`src/sllor_pkg.sv`:
```
package sllor_pkg;

    // register indices; byte address is four times the index
    localparam logic [7:0] IDX_BANK_SELECT   = 8'h03;
    localparam logic [7:0] IDX_MF_OVERRIDE   = 8'h78;
    localparam logic [7:0] IDX_UPPER_ENABLES = 8'h86;
    localparam logic [7:0] IDX_CHK56         = 8'h87;
    localparam logic [7:0] IDX_CHK78         = 8'h88;
    localparam logic [7:0] IDX_IDENT56       = 8'h89;
    localparam logic [7:0] IDX_IDENT78       = 8'h8A;

    localparam int ADDR_W = 10;
    localparam int DATA_W = 32;
    localparam int REG_W  = 16;
    localparam int LANES  = 4;

    // field positions
    localparam int BANK_SEL_BIT     = 5;
    localparam int MF_FORCE_BIT     = 15;
    localparam int MF_START_HI      = 14;
    localparam int MF_START_LO      = 10;
    localparam int IDENT_EN_TOP_BIT = 15;
    localparam int CHK_EN_TOP_BIT   = 11;
    localparam int HI_IDENT_LO      = 8;
    localparam int HI_BYTE_LO       = 8;

    // reset values
    localparam logic [15:0] RST_REG16 = 16'h0000;
    localparam logic [4:0]  RST_COUNT = 5'h00;
    localparam logic [7:0]  RST_CHK   = 8'h00;

    // default identifiers of lanes 5 to 8
    localparam logic [4:0] DEF_IDENT5 = 5'h05;
    localparam logic [4:0] DEF_IDENT6 = 5'h06;
    localparam logic [4:0] DEF_IDENT7 = 5'h07;
    localparam logic [4:0] DEF_IDENT8 = 5'h08;

    // last state of the local multiframe counter before wrap
    localparam logic [4:0] MF_LAST = 5'h1F;
    localparam logic [4:0] MF_ONE  = 5'h01;

    typedef struct packed {
        logic [ADDR_W-1:0] address;
        logic              read;
        logic              write;
        logic [DATA_W-1:0] writedata;
        logic [3:0]        byteenable;
    } sllor_avs_req_t;

    typedef struct packed {
        logic [4:0] ident;
        logic [7:0] chk;
    } sllor_lane_t;

    typedef logic [LANES-1:0][7:0] sllor_chk_vec_t;
    typedef logic [LANES-1:0]      sllor_lane_out_t;

    typedef enum logic [1:0] {
        BUS_IDLE   = 2'b01,
        BUS_ANSWER = 2'b10
    } sllor_bus_state_t;

endpackage

```
`src/sllor_regs.sv`:
```
// Behaviour
// - with the force bit 15 set, the local multiframe counter loads from bits 14-10, else default.
// - the five-bit start field gives the counter's value after a restart; it still wraps from 1F to 00, so the size stays 32.
// - the upper-lane enable register acts only while bank select bit 5 of register 3 is 1.
// - lane 5 carries identifier 00101 unless enable bit 15 selects bits 12-8 of the 5/6 register.
// - lane 6 carries identifier 00110 unless enable bit 14 selects bits 4-0 of the 5/6 register.
// - lane 7 carries identifier 00111 unless enable bit 13 selects bits 12-8 of the 7/8 register.
// - lane 8 carries identifier 01000 unless enable bit 12 selects bits 4-0 of the 7/8 register.
// - checksum enable bits 11 to 8 pick the forced checksum for lanes 5 to 8, else the computed one.
// - bits 15-8 of the 5/6 checksum register hold the forced checksum of lane 5.
// - bits 7-0 of the 5/6 checksum register hold the forced checksum of lane 6.
// - bits 15-8 of the 7/8 checksum register hold the forced checksum of lane 7.
// - bits 7-0 of the 7/8 checksum register hold the forced checksum of lane 8.
//
// Decided for this implementation: the Avalon-MM register port.
`timescale 1ns/1ns
`default_nettype none
module sllor_regs
    import sllor_pkg::*;
(
    input  wire logic                    clk_sys,
    input  wire logic                    resetn,
    input  wire sllor_pkg::sllor_avs_req_t avs_req,
    output logic [sllor_pkg::DATA_W-1:0] avs_readdata,
    output logic                         avs_waitrequest,
    input  wire logic                    mf_restart,
    input  wire logic                    frame_tick,
    input  wire sllor_pkg::sllor_chk_vec_t computed_chk,
    output sllor_pkg::sllor_lane_t       lane5,
    output sllor_pkg::sllor_lane_t       lane6,
    output sllor_pkg::sllor_lane_t       lane7,
    output sllor_pkg::sllor_lane_t       lane8,
    output logic [4:0]                   mf_count
);

    // register storage, reserved bits kept at zero
    logic             bank_sel_reg;
    logic             bank_sel_next;
    logic [REG_W-1:0] mf_ovr_reg;
    logic [REG_W-1:0] mf_ovr_next;
    logic [REG_W-1:0] enables_reg;
    logic [REG_W-1:0] enables_next;
    logic [REG_W-1:0] chk56_reg;
    logic [REG_W-1:0] chk56_next;
    logic [REG_W-1:0] chk78_reg;
    logic [REG_W-1:0] chk78_next;
    logic [REG_W-1:0] ident56_reg;
    logic [REG_W-1:0] ident56_next;
    logic [REG_W-1:0] ident78_reg;
    logic [REG_W-1:0] ident78_next;

    // bus handshake
    sllor_bus_state_t  bus_state_reg;
    sllor_bus_state_t  bus_state_next;
    logic              waitreq_reg;
    logic              waitreq_next;
    logic [DATA_W-1:0] rdata_reg;
    logic [DATA_W-1:0] rdata_next;

    logic [7:0]       req_index;
    logic             commit_write;
    logic [REG_W-1:0] wmask;
    logic [LANES-1:0] ident_en;
    logic [LANES-1:0] chk_en;
    logic [LANES-1:0][4:0] forced_ident;
    logic [LANES-1:0][7:0] forced_chk;
    sllor_lane_t      lane_vec [LANES];

    // merges write data into a register under byte lanes and a field mask
    function automatic logic [REG_W-1:0] merge16(
        input logic [REG_W-1:0] old_val,
        input logic [DATA_W-1:0] wdata,
        input logic [3:0]        be,
        input logic [REG_W-1:0]  field_mask
    );
        logic [REG_W-1:0] lane_mask;
        lane_mask = {{8{be[1]}}, {8{be[0]}}} & field_mask;
        return (old_val & ~lane_mask) | (wdata[REG_W-1:0] & lane_mask);
    endfunction

    // writable field masks; reserved bits never store
    localparam logic [REG_W-1:0] MASK_MF    = 16'hFC00;
    localparam logic [REG_W-1:0] MASK_EN    = 16'hFF00;
    localparam logic [REG_W-1:0] MASK_CHK   = 16'hFFFF;
    localparam logic [REG_W-1:0] MASK_IDENT = 16'h1F1F;

    assign req_index    = avs_req.address[ADDR_W-1:2];
    assign commit_write = avs_req.write && (bus_state_reg == BUS_ANSWER);
    assign wmask        = '0;

    always_comb begin
        bus_state_next = bus_state_reg;
        waitreq_next   = 1'b1;
        rdata_next     = rdata_reg;
        unique case (bus_state_reg)
            BUS_IDLE: begin
                if (avs_req.read || avs_req.write) begin
                    bus_state_next = BUS_ANSWER;
                    waitreq_next   = 1'b0;
                    rdata_next     = '0;
                    if (avs_req.read) begin
                        unique case (req_index)
                            IDX_BANK_SELECT: begin
                                rdata_next[BANK_SEL_BIT] = bank_sel_reg;
                            end
                            IDX_MF_OVERRIDE: begin
                                rdata_next[REG_W-1:0] = mf_ovr_reg;
                            end
                            IDX_UPPER_ENABLES: begin
                                rdata_next[REG_W-1:0] = enables_reg;
                            end
                            IDX_CHK56: begin
                                rdata_next[REG_W-1:0] = chk56_reg;
                            end
                            IDX_CHK78: begin
                                rdata_next[REG_W-1:0] = chk78_reg;
                            end
                            IDX_IDENT56: begin
                                rdata_next[REG_W-1:0] = ident56_reg;
                            end
                            IDX_IDENT78: begin
                                rdata_next[REG_W-1:0] = ident78_reg;
                            end
                            default: begin
                                rdata_next = '0;
                            end
                        endcase
                    end
                end
            end
            BUS_ANSWER: begin
                bus_state_next = BUS_IDLE;
                waitreq_next   = 1'b1;
            end
        endcase
    end

    always_comb begin
        bank_sel_next = bank_sel_reg;
        mf_ovr_next   = mf_ovr_reg;
        enables_next  = enables_reg;
        chk56_next    = chk56_reg;
        chk78_next    = chk78_reg;
        ident56_next  = ident56_reg;
        ident78_next  = ident78_reg;
        if (commit_write) begin
            unique case (req_index)
                IDX_BANK_SELECT: begin
                    if (avs_req.byteenable[0]) begin
                        bank_sel_next = avs_req.writedata[BANK_SEL_BIT];
                    end
                end
                IDX_MF_OVERRIDE: begin
                    mf_ovr_next = merge16(mf_ovr_reg, avs_req.writedata,
                                          avs_req.byteenable, MASK_MF);
                end
                IDX_UPPER_ENABLES: begin
                    enables_next = merge16(enables_reg, avs_req.writedata,
                                           avs_req.byteenable, MASK_EN);
                end
                IDX_CHK56: begin
                    chk56_next = merge16(chk56_reg, avs_req.writedata,
                                         avs_req.byteenable, MASK_CHK);
                end
                IDX_CHK78: begin
                    chk78_next = merge16(chk78_reg, avs_req.writedata,
                                         avs_req.byteenable, MASK_CHK);
                end
                IDX_IDENT56: begin
                    ident56_next = merge16(ident56_reg, avs_req.writedata,
                                           avs_req.byteenable, MASK_IDENT);
                end
                IDX_IDENT78: begin
                    ident78_next = merge16(ident78_reg, avs_req.writedata,
                                           avs_req.byteenable, MASK_IDENT);
                end
                default: begin
                    bank_sel_next = bank_sel_reg;
                end
            endcase
        end
    end

    always_ff @(posedge clk_sys or negedge resetn) begin
        if (!resetn) begin
            bus_state_reg <= BUS_IDLE;
            waitreq_reg   <= 1'b1;
            rdata_reg     <= '0;
            bank_sel_reg  <= 1'b0;
            mf_ovr_reg    <= RST_REG16;
            enables_reg   <= RST_REG16;
            chk56_reg     <= RST_REG16;
            chk78_reg     <= RST_REG16;
            ident56_reg   <= RST_REG16;
            ident78_reg   <= RST_REG16;
        end else begin
            bus_state_reg <= bus_state_next;
            waitreq_reg   <= waitreq_next;
            rdata_reg     <= rdata_next;
            bank_sel_reg  <= bank_sel_next;
            mf_ovr_reg    <= mf_ovr_next;
            enables_reg   <= enables_next;
            chk56_reg     <= chk56_next;
            chk78_reg     <= chk78_next;
            ident56_reg   <= ident56_next;
            ident78_reg   <= ident78_next;
        end
    end

    assign avs_readdata    = rdata_reg;
    assign avs_waitrequest = waitreq_reg;

    // enables gated by bank select
    always_comb begin
        for (int i = 0; i < LANES; i++) begin
            ident_en[i] = bank_sel_reg && enables_reg[IDENT_EN_TOP_BIT-i];
            chk_en[i]   = bank_sel_reg && enables_reg[CHK_EN_TOP_BIT-i];
        end
    end

    // forced values per lane
    assign forced_ident[0] = ident56_reg[HI_IDENT_LO+4:HI_IDENT_LO];
    assign forced_ident[1] = ident56_reg[4:0];
    assign forced_ident[2] = ident78_reg[HI_IDENT_LO+4:HI_IDENT_LO];
    assign forced_ident[3] = ident78_reg[4:0];
    assign forced_chk[0]   = chk56_reg[HI_BYTE_LO+7:HI_BYTE_LO];
    assign forced_chk[1]   = chk56_reg[7:0];
    assign forced_chk[2]   = chk78_reg[HI_BYTE_LO+7:HI_BYTE_LO];
    assign forced_chk[3]   = chk78_reg[7:0];

    localparam logic [LANES-1:0][4:0] DEF_IDENTS = {DEF_IDENT8, DEF_IDENT7,
                                                    DEF_IDENT6, DEF_IDENT5};

    // per-lane identifier and checksum selection
    for (genvar g = 0; g < LANES; g++) begin : g_lane
        sllor_lane_sel #(
            .DEF_IDENT (DEF_IDENTS[g])
        ) u_sel (
            .clk_sys      (clk_sys),
            .resetn       (resetn),
            .ident_en     (ident_en[g]),
            .chk_en       (chk_en[g]),
            .forced_ident (forced_ident[g]),
            .forced_chk   (forced_chk[g]),
            .computed_chk (computed_chk[g]),
            .lane_out     (lane_vec[g])
        );
    end

    assign lane5 = lane_vec[0];
    assign lane6 = lane_vec[1];
    assign lane7 = lane_vec[2];
    assign lane8 = lane_vec[3];

    // local multiframe counter
    sllor_mf_counter u_mf (
        .clk_sys     (clk_sys),
        .resetn      (resetn),
        .force_en    (mf_ovr_reg[MF_FORCE_BIT]),
        .start_value (mf_ovr_reg[MF_START_HI:MF_START_LO]),
        .restart     (mf_restart),
        .frame_tick  (frame_tick),
        .count       (mf_count)
    );

endmodule
`default_nettype wire

```
`src/sllor_lane_sel.sv`:
```
`timescale 1ns/1ns
`default_nettype none
module sllor_lane_sel
    import sllor_pkg::*;
#(
    parameter logic [4:0] DEF_IDENT = 5'h00
) (
    input  wire logic         clk_sys,
    input  wire logic         resetn,
    input  wire logic         ident_en,
    input  wire logic         chk_en,
    input  wire logic [4:0]   forced_ident,
    input  wire logic [7:0]   forced_chk,
    input  wire logic [7:0]   computed_chk,
    output sllor_pkg::sllor_lane_t lane_out
);

    sllor_lane_t lane_reg;
    sllor_lane_t lane_next;

    always_comb begin
        lane_next.ident = ident_en ? forced_ident : DEF_IDENT;
        lane_next.chk   = chk_en ? forced_chk : computed_chk;
    end

    always_ff @(posedge clk_sys or negedge resetn) begin
        if (!resetn) begin
            lane_reg <= '0;
        end else begin
            lane_reg <= lane_next;
        end
    end

    assign lane_out = lane_reg;

endmodule
`default_nettype wire

```
`src/sllor_mf_counter.sv`:
```
`timescale 1ns/1ns
`default_nettype none
module sllor_mf_counter
    import sllor_pkg::*;
(
    input  wire logic       clk_sys,
    input  wire logic       resetn,
    input  wire logic       force_en,
    input  wire logic [4:0] start_value,
    input  wire logic       restart,
    input  wire logic       frame_tick,
    output logic [4:0]      count
);

    logic [4:0] count_reg;
    logic [4:0] count_next;

    always_comb begin
        count_next = count_reg;
        if (restart) begin
            count_next = force_en ? start_value : RST_COUNT;
        end else if (frame_tick) begin
            count_next = (count_reg == MF_LAST) ? RST_COUNT : count_reg + MF_ONE;
        end
    end

    always_ff @(posedge clk_sys or negedge resetn) begin
        if (!resetn) begin
            count_reg <= RST_COUNT;
        end else begin
            count_reg <= count_next;
        end
    end

    assign count = count_reg;

endmodule
`default_nettype wire

```
`config.mk`:
```
export PLATFORM = sky130hd
export DESIGN_NAME = sllor_regs
export DESIGN_NICKNAME = d
export VERILOG_FILES = /design/src/sllor_pkg.sv /design/src/sllor_regs.sv /design/src/sllor_lane_sel.sv /design/src/sllor_mf_counter.sv
export SDC_FILE = /design/constraint.sdc
export NUM_CORES = 1
export LEC_CHECK = 0
export ABC_AREA = 0
export BUFFER_PORTS_ARGS = -buffer_cell sky130_fd_sc_hd__buf_4
export CORE_MARGIN = 3
export CORE_UTILIZATION = 35
export DETAILED_ROUTE_END_ITERATION = 8
export SLEW_MARGIN = 20
export SYNTH_ARGS = -nofsm -noshare
export SYNTH_HDL_FRONTEND = slang
export SYNTH_SLANG_ARGS = --single-unit
```
`constraint.sdc`:
```
create_clock -name clk_sys -period 1.6 [get_ports clk_sys]
set_input_delay 0 -clock clk_sys [delete_from_list [all_inputs] [get_ports clk_sys]]
set_output_delay 0 -clock clk_sys [all_outputs]
set_load 0.01 [all_outputs]
```
==> impl_metrics.ini <==
[drt]
dr.pass1.iters = 5
drtIter0Drc = 258
ant_nets = 0
drt-total-wl_um = 17100
vias = 4559
drc_errors = 0
via_per_inst = 4.97
wl_per_cell_um = 18.6

[yosys]
synth_seq_cells = 143
synth-simple-area-share_pct = 12.9
synth_xor_area_share_pct = 0
synth_ff_type = dfrtp_1
synth_top_family_by_area = multiplexers
yosysWarnings = 0
syn_area_mm2 = 0.00619
synth_commonest_cells = 141 x dfrtp_1, 51 x mux2_1, 41 x mux2_2
yosysTopAreaCell = dfrtp_1
synth-adder-area-share_pct = 0.404
synth_top_area_share_pct = 57.0
synth_edf_count = 0
synth.avg_cell_area_um2 = 13.6
synth_most_common_cell = dfrtp_1
yosysUniqueCellTypes = 47
synth_mux_area_share_pct = 19.0
yosysSeqAreaShare_pct = 57.9
synth-compound-area-share_pct = 6.05
netlist_top_cells_area = dfrtp_1 57%, mux2_1 9.3%, mux2_2 7.5%, nand3_1 2.9%, buf_4 2.4%
async_flop_share_pct = 100
syn_inst = 454

[critical_path]
cp_cell_sequence = nor2b_2, and3_2, nand2_2, mux2_1
critPathKind = reg2reg
arrival_ns = 1.85
crit_path_start = bus_state_reg[1]
critPathCaptureType = register
slowest_delay_ns = 0.38
crit_slowest_cell = dfrtp_1
reg2reg_slack_ns = 0.05
regToRegStartpoint = bus_state_reg[1]
reg2reg_depth = 4
worstPathRequired_ns = 1.90
startpoint_type = register
crit_fanout = 5

[global_route]
grt_max_degree = 44
grt_pass1_wl_um = 27200
grtUsageMet3_pct = 4.55
grtUsageMet1_pct = 23.7
grt_usage_pct = 18.0
grt_overflow = 0
antenna_found_initial = 0
grt_pass1_vias = 4932
grt_busiest_layer = met2
gr-usage-met2_pct = 29.8

[placement]
place_ws_ns = -0.0180
portBuffers = 137
dp.final_hpwl_um = 12400
dpl_cell_area_mm2 = 0.00769
gp_congestion = 0.824
dp_cells = 832

[sta]
finalSetupTns_ns = 0
fmax_mhz = 645
layout_min_cycle_time_ns = 1.55
timing.final.crit_share_pct = 96.8
slew_violations = 0
rsz0062_at_grt = yes
setup_viol = 0
whs_ns = 0.0518
setup_slack_ns = 0.0508
finClkSkew_ns = 0.00704
hold_violations = 0

[power_and_ir_drop]
ir_drop_mv = 0.708
powerDensity_mw_per_mm2 = 997
leakagePower_nw = 4.43

[floorplan]
start_util_pct = 36.5
row_count = 47
core_mm2 = 0.0169
die_area_mm2 = 0.0193
die_y_um = 139
io_pins = 174
die_w_um = 139

[flow_run]
cap_violations = 0

[final_layout]
drive_gt1_share_pct = 41.5
fin_area_mm2 = 0.00890
fin_cells = 917
synthToLayoutAreaGrowth_pct = 43.9
insertedDiodeCount = 0
final_net_count = 771

[clocking]
clockBufferDepth = 2
htreeDepth = 4
cts_tree = built
root_buffer = clkbuf_16
clk_pin_slew_ns = 0.06
clk_latency_ns = 0.42
cts_buffers = 17
cts_num_sinks = 143

[run_status]
outcome = complete, no violations

[worst_hold_path]
hp-class = in2async
==> worst min-delay path by stage <==
stage	startpoint	endpoint	slack, ns	cells after the start
2_1_floorplan	resetn	async pin	-0.30	0
3_3_place_gp	resetn	g_lane[1].u_sel.lane_out[6]	-0.08	1
3_5_place_dp	resetn	g_lane[1].u_sel.lane_out[7]	-0.07	1
4_1_cts	resetn	g_lane[1].u_sel.lane_out[7]	0.05	2
5_1_grt	resetn	g_lane[1].u_sel.lane_out[7]	0.06	2
6_report	resetn	g_lane[1].u_sel.lane_out[7]	0.05	2
==> power breakdown <==
part           switching (mW)  internal [mW]  leakage, nW
Clock                    1.48           2.61        0.306
Sequential             0.0762           3.75         1.87
Combinational           0.470          0.492         2.25
==> worst max-delay path: cells and delay by family, from the launching register on <==
family	cells	cell delay, ns
and+or+nand+nor	3	0.69
muxes	1	0.35
DFF	1	0.38
==> what timing repair did <==
action	4_1_cts	5_1_grt
endpoints found under the hold margin	250	0
endpoints found under the setup margin	16	65
resized for setup	7	11
pin swaps	0	3
hold buffers	53	0
setup buffers	0	1
==> cells by family after synthesis <==
family                   Yosys count
buffers and inverters             37
AND/OR/NAND/NOR                  126
flip-flops                       143
multiplexers                     102
other                              1
AO/OA/AOI/OAI                     43
adder cells (fa/ha/maj)            2
==> layout by cell type (no fill, tap or decap), types with 16 or more instances in the layout <==
cell	instances
buf_4	174
dfrtp_1	141
dlygate4sd3_1	53
mux2_1	51
mux2_2	41
nand3_1	36
nand2_1	17
clkbuf_16	17
and3_1	16
conb_1	16
==> per-stage QoR <==
stage               total power, mW  utilization [%]
finish                         8.88             52.6
global placement               4.68             45.4
detailed placement             4.70             45.4
global route                   9.24             52.6
floorplan                      4.21                -
CTS                            8.95             52.3
==> layer usage <==
layer / share of wire (%) / routed length [µm]
met1: 44 / 7500
met5: 0 / 0
met4: 1.3 / 222
met2: 50 / 8510
met3: 4.9 / 835
==> final cells by class <==
type	instances	area, µm²
multi-input cells	289	2490
clock buffers	22	484
repair buffers	233	1940
clock inverters	9	131
fillers	1509	8030
flip-flops and latches	143	3580
well taps	220	275
inverters	1	3.75
No activity file was read; power rests on OpenSTA's default activity.
